==> config.mk <==
export PLATFORM = sky130hd
export DESIGN_NAME = led_behavior_engine
export DESIGN_NICKNAME = d
export VERILOG_FILES = /design/src/led_pkg.sv /design/src/led_cfg_if.sv /design/src/led_seq.sv /design/src/led_behavior_engine.sv
export SDC_FILE = /design/constraint.sdc
export NUM_CORES = 1
export LEC_CHECK = 0
export BUFFER_PORTS_ARGS = -buffer_cell sky130_fd_sc_hd__clkbuf_2
export CELL_PAD_IN_SITES_DETAIL_PLACEMENT = 0
export CELL_PAD_IN_SITES_GLOBAL_PLACEMENT = 2
export CORE_AREA = 2 2 251 253
export CTS_CLUSTER_SIZE = 16
export DETAILED_ROUTE_END_ITERATION = 12
export DIE_AREA = 0 0 253 255
export PLACE_DENSITY_LB_ADDON = 0.12
export SETUP_SLACK_MARGIN = 0.05
export SLEW_MARGIN = 5
export SYNTH_ARGS = -nofsm -noshare
export SYNTH_HDL_FRONTEND = slang
export SYNTH_SLANG_ARGS = --single-unit
==> constraint.sdc <==
create_clock -name pclk -period 19.7 [get_ports pclk]
set_input_delay 3.94 -clock pclk [delete_from_list [all_inputs] [get_ports pclk]]
set_output_delay 3.94 -clock pclk [all_outputs]
set_load 0.005 [all_outputs]
==> src/led_pkg.sv <==
`default_nettype none
package led_pkg;

    // ------------------------------------------------------------
    // Register indices (byte address is four times the index)
    // ------------------------------------------------------------
    localparam logic [7:0] IDX_STATUS    = 8'h60;
    localparam logic [7:0] IDX_LINK      = 8'h72;
    localparam logic [7:0] IDX_POLARITY  = 8'h73;
    localparam logic [7:0] IDX_DRIVE     = 8'h74;
    localparam logic [7:0] IDX_BEH_LOW   = 8'h81;
    localparam logic [7:0] IDX_BEH_HIGH  = 8'h82;
    localparam logic [7:0] IDX_P1_PERIOD = 8'h84;
    localparam logic [7:0] IDX_P2_PERIOD = 8'h85;
    localparam logic [7:0] IDX_BR_PERIOD = 8'h86;
    localparam logic [7:0] IDX_CONFIG    = 8'h88;
    localparam logic [7:0] IDX_DUTY      = 8'h90;

    // ------------------------------------------------------------
    // Reset values
    // ------------------------------------------------------------
    localparam logic [7:0] RST_BEH       = 8'h00;
    localparam logic [5:0] RST_LED6      = 6'h00;
    localparam logic [7:0] RST_P1_PERIOD = 8'h20;
    localparam logic [6:0] RST_P2_PERIOD = 7'h14;
    localparam logic [6:0] RST_BR_PERIOD = 7'h5d;
    localparam logic [6:0] RST_CONFIG    = 7'h04;
    localparam logic [7:0] RST_DUTY      = 8'hf0;

    // ------------------------------------------------------------
    // Field positions
    // ------------------------------------------------------------
    localparam int SEL_W          = 2;
    localparam int BEH_LOW_LEDS   = 4;
    localparam int EDGE_SEL_BIT   = 7;
    localparam int P1_CNT_LSB     = 0;
    localparam int P2_CNT_LSB     = 3;
    localparam int DUTY_MAX_LSB   = 4;
    localparam int DUTY_MIN_LSB   = 0;

    // ------------------------------------------------------------
    // Behaviour codes and sequencer states
    // ------------------------------------------------------------
    localparam logic [1:0] BEH_DIRECT  = 2'b00;
    localparam logic [1:0] BEH_PULSE1  = 2'b01;
    localparam logic [1:0] BEH_PULSE2  = 2'b10;
    localparam logic [1:0] BEH_BREATHE = 2'b11;

    typedef enum logic [1:0] {
        SEQ_IDLE   = 2'b00,
        SEQ_ACTIVE = 2'b01,
        SEQ_TAIL   = 2'b10
    } seq_state_t;

    // ------------------------------------------------------------
    // Timing: period LSB is 32 ms, split into 32 ramp steps
    // ------------------------------------------------------------
    localparam int CLK_PERIOD_NS = 25;
    localparam int MS_NS         = 1000000;
    localparam int MS_CYCLES     = MS_NS / CLK_PERIOD_NS;
    localparam int PERIOD_LSB_MS = 32;
    localparam int PHASE_W       = $clog2(PERIOD_LSB_MS);

endpackage : led_pkg
`default_nettype wire

==> src/led_cfg_if.sv <==
`timescale 1ns/1ps
`default_nettype none
interface led_cfg_if;
    logic       ms_tick;
    logic       edge_sel;
    logic [2:0] p1_cnt;
    logic [2:0] p2_cnt;
    logic [6:0] p1_per;
    logic [6:0] p2_per;
    logic [6:0] br_per;
    logic [3:0] duty_max;
    logic [3:0] duty_min;

    modport src (output ms_tick, edge_sel, p1_cnt, p2_cnt, p1_per, p2_per, br_per,
                 duty_max, duty_min);
    modport seq (input ms_tick, edge_sel, p1_cnt, p2_cnt, p1_per, p2_per, br_per,
                 duty_max, duty_min);
endinterface : led_cfg_if
`default_nettype wire

==> src/led_seq.sv <==
`timescale 1ns/1ps
`default_nettype none
module led_seq (
    // Clock, reset and enable
    input  wire logic       pclk,
    input  wire logic       presetn,
    input  wire logic       ce,
    // Shared settings
    led_cfg_if.seq          cfg,
    // Per-LED control
    input  wire logic [1:0] sel,
    input  wire logic       linked,
    input  wire logic       touch,
    input  wire logic       drive,
    // Result
    output logic      [3:0] level,
    output logic            active
);
    typedef struct packed {
        led_pkg::seq_state_t st;
        logic [2:0]          cnt;
        logic [4:0]          phase;
        logic [6:0]          stepc;
        logic                prev;
        logic [3:0]          lmax;
        logic [3:0]          lmin;
        logic [6:0]          lper;
    } seq_reg_t;

    seq_reg_t   q;
    seq_reg_t   d;
    logic       src;
    logic       rise;
    logic       fall;
    logic       start1;
    logic       step;
    logic       wrap;
    logic [6:0] per_live;
    logic [6:0] per_eff;
    logic [6:0] per1;
    logic [3:0] max_eff;
    logic [3:0] min_eff;
    logic [3:0] span;
    logic [3:0] tri_lvl;
    logic [8:0] prod;

    always_comb begin
        src      = linked ? touch : drive;                          // RULE3 RULE4
        rise     = src & ~q.prev;
        fall     = ~src & q.prev;                                   // RULE15
        start1   = cfg.edge_sel ? fall : rise;                      // RULE17
        unique case (sel)
            led_pkg::BEH_PULSE1: per_live = cfg.p1_per;
            led_pkg::BEH_PULSE2: per_live = cfg.p2_per;
            default:             per_live = cfg.br_per;
        endcase
        // Unlinked LEDs run on settings caught at actuation
        per_eff  = linked ? per_live     : q.lper;                  // RULE11
        max_eff  = linked ? cfg.duty_max : q.lmax;
        min_eff  = linked ? cfg.duty_min : q.lmin;
        per1     = (per_eff == 7'h00) ? 7'h01 : per_eff;
        step     = cfg.ms_tick && (q.stepc >= per1 - 7'h01);        // RULE19
        wrap     = step && (q.phase == 5'h1f);
        d        = q;
        d.prev   = src;
        if (cfg.ms_tick) begin
            d.stepc = step ? 7'h00 : q.stepc + 7'h01;
        end
        if (step) begin
            d.phase = q.phase + 5'h01;
        end
        unique case (q.st)
            led_pkg::SEQ_IDLE: begin
                if ((sel == led_pkg::BEH_PULSE1) ? start1 : rise) begin // RULE5 RULE12
                    d.st    = led_pkg::SEQ_ACTIVE;
                    d.cnt   = cfg.p1_cnt;                           // RULE18
                    d.phase = 5'h00;
                    d.stepc = 7'h00;
                    d.lmax  = cfg.duty_max;
                    d.lmin  = cfg.duty_min;
                    d.lper  = per_live;
                end
            end
            led_pkg::SEQ_ACTIVE: begin
                unique case (sel)                                   // RULE13 RULE14
                    led_pkg::BEH_PULSE1: begin
                        if (wrap) begin                             // RULE8
                            d.st  = (q.cnt == 3'h0) ? led_pkg::SEQ_IDLE : led_pkg::SEQ_ACTIVE;
                            d.cnt = q.cnt - 3'h1;
                        end
                    end
                    led_pkg::BEH_PULSE2: begin
                        if (fall) begin                             // RULE9
                            d.st  = led_pkg::SEQ_TAIL;
                            d.cnt = cfg.p2_cnt;                     // RULE18
                        end
                    end
                    default: begin
                        if (fall) begin                             // RULE7 RULE10
                            d.st = led_pkg::SEQ_IDLE;
                        end
                    end
                endcase
            end
            led_pkg::SEQ_TAIL: begin
                if (rise) begin
                    d.st = led_pkg::SEQ_ACTIVE;
                end else if (wrap) begin                            // RULE9
                    d.st  = (q.cnt == 3'h0) ? led_pkg::SEQ_IDLE : led_pkg::SEQ_TAIL;
                    d.cnt = q.cnt - 3'h1;
                end
            end
            default: d.st = led_pkg::SEQ_IDLE;
        endcase
        // Triangle over one period: up for half, down for half
        tri_lvl  = q.phase[4] ? ~q.phase[3:0] : q.phase[3:0];       // RULE10
        span     = (max_eff > min_eff) ? max_eff - min_eff : 4'h0;
        prod     = {5'h00, span} * ({5'h00, tri_lvl} + 9'h001);
        if (q.st == led_pkg::SEQ_IDLE) begin
            level = min_eff;
        end else if (sel == led_pkg::BEH_DIRECT) begin
            level = max_eff;                                        // RULE7
        end else begin
            level = min_eff + prod[7:4];
        end
        active   = (q.st != led_pkg::SEQ_IDLE);
    end

    always_ff @(posedge pclk or negedge presetn) begin
        if (!presetn) begin
            q <= '0;
        end else if (ce) begin
            q <= d;
        end
    end

    // ------------------------------------------------------------
    // Checks
    // ------------------------------------------------------------
    direct_on_a: assert property (@(posedge pclk) disable iff (!presetn) // RULE7
        ce && sel == led_pkg::BEH_DIRECT && q.st == led_pkg::SEQ_IDLE && rise
        |=> q.st == led_pkg::SEQ_ACTIVE) else $error("Direct did not turn on");
    direct_off_a: assert property (@(posedge pclk) disable iff (!presetn) // RULE7
        ce && sel == led_pkg::BEH_DIRECT && q.st == led_pkg::SEQ_ACTIVE && fall
        |=> q.st == led_pkg::SEQ_IDLE) else $error("Direct did not turn off");
    pulse1_hold_a: assert property (@(posedge pclk) disable iff (!presetn) // RULE12
        ce && sel == led_pkg::BEH_PULSE1 && q.st == led_pkg::SEQ_ACTIVE && !wrap
        |=> q.st == led_pkg::SEQ_ACTIVE) else $error("Pulse 1 ended early");
    pulse2_tail_a: assert property (@(posedge pclk) disable iff (!presetn) // RULE9
        ce && sel == led_pkg::BEH_PULSE2 && q.st == led_pkg::SEQ_ACTIVE && fall
        |=> q.st == led_pkg::SEQ_TAIL && q.cnt == $past(cfg.p2_cnt))
        else $error("Pulse 2 tail not entered");
    idle_level_a: assert property (@(posedge pclk) disable iff (!presetn) // RULE10
        ce && q.st != led_pkg::SEQ_IDLE && d.st == led_pkg::SEQ_IDLE && linked
        |=> level == cfg.duty_min || !linked) else $error("Idle level not minimum");

endmodule : led_seq
`default_nettype wire

==> src/led_behavior_engine.sv <==
// Operation
// RULE1: Each of six LEDs has its own 2-bit behaviour selector.
// RULE2: LED1-4 selectors in low register, LED5-6 in high; both reset zero.
// RULE3: Linked LED starts and stops behaviour on touch and release.
// RULE4: Unlinked LED treats drive bit set as touch, clear as release.
// RULE5: Behaviour begins on its start trigger, ends on its stop trigger.
// RULE6: Polarity decides the pin level while the LED is not actuated.
// RULE7: Direct drives active on touch or set, inactive on release or clear.
// RULE8: Pulse 1 emits a counted number of up-down pulses, no stop trigger.
// RULE9: Pulse 2 pulses until stop, then counted pulses, then minimum.
// RULE10: Breathe ramps between min and max duty, each ramp half period.
// RULE11: Unlinked breathing LED keeps old settings until drive re-set.
// RULE12: Unlinked Pulse 1 ignores drive bit until sequence completes.
// RULE13: Selector change on actuated unlinked LED applies at once.
// RULE14: Link change follows new source for Direct, Breathe; pulses finish.
// RULE15: After link change an inactive new source acts as a release.
// RULE16: PWM rate follows behaviour; Direct uses maximum PWM rate. Code runs every behaviour on one full-clock-rate PWM.
// RULE17: Pulse 1 starts on set when edge select is zero, clear when one.
// RULE18: Pulse counts are 3-bit fields giving value plus one pulses.
// RULE19: Period settings count 32 ms per LSB.
// RULE20: Six independent sequencers share period and duty settings.
`timescale 1ns/1ps
`default_nettype none
module led_behavior_engine #(
    parameter int MS_CYCLES = led_pkg::MS_CYCLES,
    parameter int NUM_LEDS  = 6,
    parameter int ADDR_W    = 12
) (
    // Clock, reset, enable
    input  wire logic                pclk,
    input  wire logic                presetn,
    input  wire logic                ce,
    // APB slave
    input  wire logic                psel,
    input  wire logic                penable,
    input  wire logic                pwrite,
    input  wire logic [ADDR_W-1:0]   paddr,
    input  wire logic [31:0]         pwdata,
    output logic      [31:0]         prdata,
    output logic                     pready,
    output logic                     pslverr,
    // Touch sense results, asynchronous
    input  wire logic [NUM_LEDS-1:0] touch_in,
    // LED pins
    output logic      [NUM_LEDS-1:0] led_pin
);
    // ------------------------------------------------------------
    // State
    // ------------------------------------------------------------
    typedef struct packed {
        logic [NUM_LEDS-1:0] link;
        logic [NUM_LEDS-1:0] pol;
        logic [NUM_LEDS-1:0] drive;
        logic [7:0]          beh_lo;
        logic [7:0]          beh_hi;
        logic [7:0]          p1_per;
        logic [6:0]          p2_per;
        logic [6:0]          br_per;
        logic [6:0]          pulse_cfg;
        logic [7:0]          duty;
        logic [NUM_LEDS-1:0] s1;
        logic [NUM_LEDS-1:0] s2;
        logic [NUM_LEDS-1:0] s3;
        logic [NUM_LEDS-1:0] touch;
        logic [31:0]         msc;
        logic                tick;
        logic [3:0]          pwm;
        logic [31:0]         rdata;
        logic [NUM_LEDS-1:0] pin;
    } top_reg_t;

    top_reg_t            q;
    top_reg_t            d;
    logic                setup;
    logic                wr;
    logic [7:0]          idx;
    logic                hit;
    logic [31:0]         rd_mux;
    logic [NUM_LEDS-1:0] pwm_on;
    logic [NUM_LEDS-1:0] act;
    logic [3:0]          lvl [NUM_LEDS];

    led_cfg_if cfg ();

    assign cfg.ms_tick  = q.tick;
    assign cfg.edge_sel = q.p1_per[led_pkg::EDGE_SEL_BIT];
    assign cfg.p1_cnt   = q.pulse_cfg[led_pkg::P1_CNT_LSB +: 3];
    assign cfg.p2_cnt   = q.pulse_cfg[led_pkg::P2_CNT_LSB +: 3];
    assign cfg.p1_per   = q.p1_per[6:0];
    assign cfg.p2_per   = q.p2_per;
    assign cfg.br_per   = q.br_per;
    assign cfg.duty_max = q.duty[led_pkg::DUTY_MAX_LSB +: 4];
    assign cfg.duty_min = q.duty[led_pkg::DUTY_MIN_LSB +: 4];

    // ------------------------------------------------------------
    // Sequencers
    // ------------------------------------------------------------
    for (genvar i = 0; i < NUM_LEDS; i++) begin : g_led
        logic [1:0] sel;
        if (i < led_pkg::BEH_LOW_LEDS) begin : g_lo
            assign sel = q.beh_lo[i*led_pkg::SEL_W +: led_pkg::SEL_W];     // RULE1 RULE2
        end else begin : g_hi
            assign sel = q.beh_hi[(i-led_pkg::BEH_LOW_LEDS)*led_pkg::SEL_W +: led_pkg::SEL_W];
        end
        led_seq u_seq (                                                    // RULE20
            .pclk    (pclk),
            .presetn (presetn),
            .ce      (ce),
            .cfg     (cfg.seq),
            .sel     (sel),
            .linked  (q.link[i]),
            .touch   (q.touch[i]),
            .drive   (q.drive[i]),
            .level   (lvl[i]),
            .active  (act[i])
        );
        // Free-running PWM at full clock rate for every behaviour
        assign pwm_on[i] = (q.pwm < lvl[i]);                               // RULE16
    end

    // ------------------------------------------------------------
    // Bus decode
    // ------------------------------------------------------------
    assign setup   = psel & ~penable;
    assign wr      = psel & penable & pwrite & hit;
    assign idx     = paddr[9:2];
    assign pready  = ce;
    assign pslverr = psel & penable & ~hit;
    assign prdata  = q.rdata;

    always_comb begin
        hit = (paddr[1:0] == 2'b00) && (paddr[ADDR_W-1:10] == '0);
        unique case (idx)
            led_pkg::IDX_STATUS:    rd_mux = {26'h0, act};
            led_pkg::IDX_LINK:      rd_mux = {26'h0, q.link};
            led_pkg::IDX_POLARITY:  rd_mux = {26'h0, q.pol};
            led_pkg::IDX_DRIVE:     rd_mux = {26'h0, q.drive};
            led_pkg::IDX_BEH_LOW:   rd_mux = {24'h0, q.beh_lo};
            led_pkg::IDX_BEH_HIGH:  rd_mux = {24'h0, q.beh_hi};
            led_pkg::IDX_P1_PERIOD: rd_mux = {24'h0, q.p1_per};
            led_pkg::IDX_P2_PERIOD: rd_mux = {25'h0, q.p2_per};
            led_pkg::IDX_BR_PERIOD: rd_mux = {25'h0, q.br_per};
            led_pkg::IDX_CONFIG:    rd_mux = {25'h0, q.pulse_cfg};
            led_pkg::IDX_DUTY:      rd_mux = {24'h0, q.duty};
            default: begin
                rd_mux = 32'h0;
                hit    = 1'b0;
            end
        endcase
    end

    // ------------------------------------------------------------
    // Next state
    // ------------------------------------------------------------
    always_comb begin
        d = q;
        if (setup) begin
            d.rdata = rd_mux;
        end
        if (wr) begin
            unique case (idx)
                led_pkg::IDX_LINK:      d.link   = pwdata[NUM_LEDS-1:0];
                led_pkg::IDX_POLARITY:  d.pol    = pwdata[NUM_LEDS-1:0];
                led_pkg::IDX_DRIVE:     d.drive  = pwdata[NUM_LEDS-1:0];   // RULE4
                led_pkg::IDX_BEH_LOW:   d.beh_lo = pwdata[7:0];            // RULE2
                led_pkg::IDX_BEH_HIGH:  d.beh_hi = {4'h0, pwdata[3:0]};    // RULE2
                led_pkg::IDX_P1_PERIOD: d.p1_per = pwdata[7:0];            // RULE17
                led_pkg::IDX_P2_PERIOD: d.p2_per = pwdata[6:0];
                led_pkg::IDX_BR_PERIOD: d.br_per = pwdata[6:0];
                led_pkg::IDX_CONFIG:    d.pulse_cfg = pwdata[6:0];         // RULE18
                led_pkg::IDX_DUTY:      d.duty   = pwdata[7:0];
                default:                d.duty   = q.duty;
            endcase
        end
        // Only s2 and s3 are compared; s1 may be metastable
        d.s1 = touch_in;
        d.s2 = q.s1;
        d.s3 = q.s2;
        for (int k = 0; k < NUM_LEDS; k++) begin
            if (q.s2[k] == q.s3[k]) begin
                d.touch[k] = q.s2[k];                                      // RULE3
            end
        end
        d.tick = (q.msc == 32'(MS_CYCLES - 1));                            // RULE19
        d.msc  = d.tick ? 32'h0 : q.msc + 32'h1;
        d.pwm  = q.pwm + 4'h1;
        // Polarity zero sinks current: LED on means pin low
        d.pin  = ~(pwm_on ^ q.pol);                                        // RULE6
    end

    always_ff @(posedge pclk or negedge presetn) begin
        if (!presetn) begin
            q        <= '0;
            q.link   <= led_pkg::RST_LED6;
            q.pol    <= led_pkg::RST_LED6;
            q.drive  <= led_pkg::RST_LED6;
            q.beh_lo <= led_pkg::RST_BEH;
            q.beh_hi <= led_pkg::RST_BEH;
            q.p1_per <= led_pkg::RST_P1_PERIOD;
            q.p2_per <= led_pkg::RST_P2_PERIOD;
            q.br_per <= led_pkg::RST_BR_PERIOD;
            q.pulse_cfg <= led_pkg::RST_CONFIG;
            q.duty   <= led_pkg::RST_DUTY;
            // Dark through reset: default polarity sinks, so off is high
            q.pin    <= '1;                                            // RULE6
        end else if (ce) begin
            q <= d;
        end
    end

    assign led_pin = q.pin;

    // ------------------------------------------------------------
    // Checks
    // ------------------------------------------------------------
    beh_write_a: assert property (@(posedge pclk) disable iff (!presetn) // RULE2
        ce && wr && idx == led_pkg::IDX_BEH_LOW |=> q.beh_lo == $past(pwdata[7:0]))
        else $error("Low behaviour write lost");
    beh_upper_a: assert property (@(posedge pclk) disable iff (!presetn) // RULE2
        q.beh_hi[7:4] == 4'h0) else $error("High behaviour upper bits set");
    pin_polarity_a: assert property (@(posedge pclk) disable iff (!presetn) // RULE6
        ce |=> led_pin == $past(~(pwm_on ^ q.pol))) else $error("Pin polarity wrong");

endmodule : led_behavior_engine
`default_nettype wire

==> summary.txt <==
Run status
  • Status: complete, no violations

Critical path
  • Critical-path maximum fanout: 18
  • CP Cell Sequence: clkbuf_2 > or4b_4 > nor3_2 > o21ai_0 > and3_1 > clkbuf_2
  • Critical path's slowest cell: nor3_2
  • Crit end category: primary output
  • Cell mode on critical path: clkbuf_2
  • Worst EP arrival: 6.38 ns
  • Crit start category: primary input
  • Crit path kind: primary input to primary output
  • Max stage delay on crit path: 0.89 ns
  • Data required, critical path: 15.76 ns

Logic synthesis
  • Cell Area, Synth: 0.0269 mm2
  • Post-Syn Instances: 2944
  • Fraction of synthesized area in multiplexers: 0.129
  • Post-synthesis area per instance: 9.13 um2
  • Sequential share of the synthesized area: 0.317
  • Adder-cell share of the synthesized area: 0.146
  • Yosys reg bits: 340
  • Post-synth EDFFs: 0
  • Synth Warn #: 0
  • Simple-gate share of the synthesized area: 0.151
  • Primary FF master, synth: dfrtp_1
  • Share of synthesized registers carrying an async set or reset: 1.00
  • Largest family of logic cells by synthesized area: compound AO/OA/AOI/OAI gates
  • Xor/xnor share of the synthesized area: 0.0476
  • Synth cell types: 77
  • Compound-gate portion of the synthesized area: 0.156

CTS
  • # H-tree levels: 2
  • Num CTS Buffers: 43
  • CTS Sinks: 340
  • Clock tree buffer depth: 3
  • Clk slew on worst S/H paths: 0.06 ns
  • # hold bufs at CTS: 0
  • Post_cts resized: 0
  • Setup Buffers After CTS: 0
  • CTS tree: yes
  • CTS Root Cell: clkbuf_16
  • Worst-skew pair later-pin latency: 0.61 ns

Floorplanning
  • Initial Util: 0.433
  • FP Rows: 92
  • Die Width: 253 um
  • Total Die Area: 0.0645 mm2
  • Die height: 255 um
  • Core ar.: 0.0622 mm2
  • IO Pins: 96

Place
  • Placer Congestion: 0.914
  • Placed cells: 3654
  • Port Buffers: 47
  • DP Wirelength: 57200 um

Timing
  • Min cycle time layout: 10.32 ns
  • Tcrit/Tclk final: 0.524
  • Max Clock Freq: 96.9 MHz
  • Relative slew slack: 0.219
  • Final Hold Fails: 0
  • Final setup violation count: 0
  • Slew at the pin closest to its max-slew limit: 1.16 ns
  • RSZ-0062 raised after global routing: no
  • Setup TNS: 0 ns
  • Clock skew: 0.0284 ns
  • Final Slew Violations: 0

Finish
  • Final core utilization: 0.470
  • Area delta synth->final: 8.55%
  • Multi-input gate area: 0.0170 mm2
  • Layout cells sized above 1: 0.135
  • Final std cells w/o fill: 3737
  • Fin nets: 3245
  • Layout fillers: 5961
  • Reg area: 0.00853 mm2

Pwr
  • Clock share of power: 0.484
  • PwrDens: 63.9 mW/mm2
  • Comb pwr share: 0.092
  • Pleak: 13.4 nW
  • VDD IR max: 0.0648 mV
  • Switching Share: 0.273
  • Seq pwr share: 0.424
  • Internal Power: 1.36 mW
  • Sw power: 0.509 mW
  • Design Power: 1.86 mW

Global routing
  • First-pass GRT wire length: 125000 um
  • Largest net degree at the start of global routing: 163
  • Vias in the first global route: 21500
  • Antenna violations before repair: 7
  • Gr usage total: 0.250
  • Global route overflow: 0

Job
  • Total of max-cap violations: 0

Drt
  • DRC errors left: 0
  • Vias: 21700
  • WL final: 79800 um
  • DRT antenna net count: 0
  • Pre-antenna DRT Iters: 7
  • First DRT Iteration DRCs: 1612
  • Avg WL per Cell: 21.4 um
  • Vias per cell: 5.82

Worst hold path
  • Worst hold path type: register to register
-- worst max-delay path: cells and delay by family --
family,cells,cell delay (ns)
simple gates,3,1.74
compound gates,1,0.43
buf+inv,2,0.26
-- power by group through the flow --
stage / registers (mW) / clock network [mW] / logic, mW
after CTS: 0.792 / 0.925 / 0.175
final: 0.790 / 0.903 / 0.172
after global placement: 0.802 / 0 / 0.168
after global routing: 0.795 / 0.954 / 0.197
after detailed placement: 0.804 / 0 / 0.174
after floorplan: 0.770 / 0 / 0.118
-- area by class of cell --
type / count / share of cell area
multi-input combinational: 2286 / 0.583
sequential: 340 / 0.292
clock inverter: 25 / 0.0150
timing repair buffer: 66 / 0.0138
clock buffer: 55 / 0.0408
inverter: 163 / 0.0210
tap: 799 / 0.0342
antenna: 3 / 0.000257
-- cell usage in the layout, fill, tap and decap left out, types with 80 or more instances in the layout --
| cell | Yosys | final |
|---|---|---|
| mux2_2 | 206 | 206 |
| ha_1 | 247 | 247 |
| nor2_1 | 237 | 237 |
| xnor2_1 | 87 | 87 |
| nand3_1 | 80 | 80 |
| o21ai_0 | 199 | 199 |
| a21oi_1 | 153 | 153 |
| mux2i_1 | 89 | 89 |
| inv_1 | 163 | 162 |
| nand2_1 | 239 | 239 |
| dfrtp_1 | 321 | 321 |
-- sequential cells by signal, indices dropped and copies added (netlist names), 6 cells and up --
name           cells
prdata             8
g_led.u_seq.q    198
q                 67
cfg.p1_per         7
cfg.p2_per         7
led_pin            6
g_led.sel         12
cfg.br_per         7
d                 12
-- synth_stat cells, drive strengths merged, types with 5 or more instances --
cell / instances / area [um2]
or2: 20 / 125
nor4: 14 / 87.6
xnor2: 87 / 762
nor2b: 7 / 43.8
nor3b: 13 / 97.6
nand3b: 13 / 97.6
nand4: 30 / 188
a32o: 7 / 70.1
a22oi: 54 / 405
a211oi: 13 / 97.6
and2: 18 / 115
nor3: 50 / 255
inv: 163 / 612
nand2b: 33 / 206
clkbuf: 117 / 439
mux2: 228 / 2570
and3: 34 / 213
ha: 247 / 3090
buf: 61 / 387
o41ai: 5 / 43.8
or4: 7 / 52.6
a2bb2oi: 7 / 61.3
o21ai: 205 / 1030
a21oi: 153 / 766
nand2: 242 / 916
a31oi: 64 / 400
a221oi: 8 / 76.3
fa: 42 / 841
o21a: 15 / 113
a22o: 31 / 272
xor2: 59 / 517
dfstp: 19 / 499
a21o: 42 / 315
mux2i: 89 / 891
dfrtp: 321 / 8030
a32oi: 6 / 52.6
nor2: 237 / 890
a2111o: 6 / 67.6
and4: 17 / 149
or3: 16 / 100
nand3: 80 / 400
o31ai: 13 / 97.6
-- path summary, 6_finish.rpt --
kind	depth (start not counted)	startpoint	slack (ns)	to
max	6	paddr[6]	9.38	pslverr
min	1	q[74]	0.47	q[74]
max in group asynchronous	2	presetn	14.76	g_led[5].u_seq.q[20]
min in group asynchronous	1	presetn	3.41	q[48]
min reg2reg	1	q[74]	0.47	q[74]
max reg2reg	29	q[167]	11.71	led_pin[3]
-- cells by family after synthesis --
family                   count (synthesis)
XOR/XNOR                               146
buffers and inverters                  341
other                                    1
flip-flops                             340
AO/OA/AOI/OAI                          667
adder cells (fa/ha/maj)                289
multiplexers                           317
AND/OR/NAND/NOR                        843
-- per-layer routing --
layer  wire, um  vias up  global-route usage
met5         30        -                   0
met4       2840        4              0.0932
met3       4020      136              0.0373
met2      36500      534               0.408
met1      36400    10700               0.335
li1           -    10400                   -
-- through the flow --
stage	worst slack (ns)	instance area, um2	hold slack [ns]
after floorplan	10.23	27000	0.443
after global placement	9.44	27600	0.460
after detailed placement	9.47	27600	0.469
after CTS	9.46	29200	0.479
after global routing	9.34	29200	0.488
final	9.38	29200	0.474
Power figures use the tool's default switching activity.
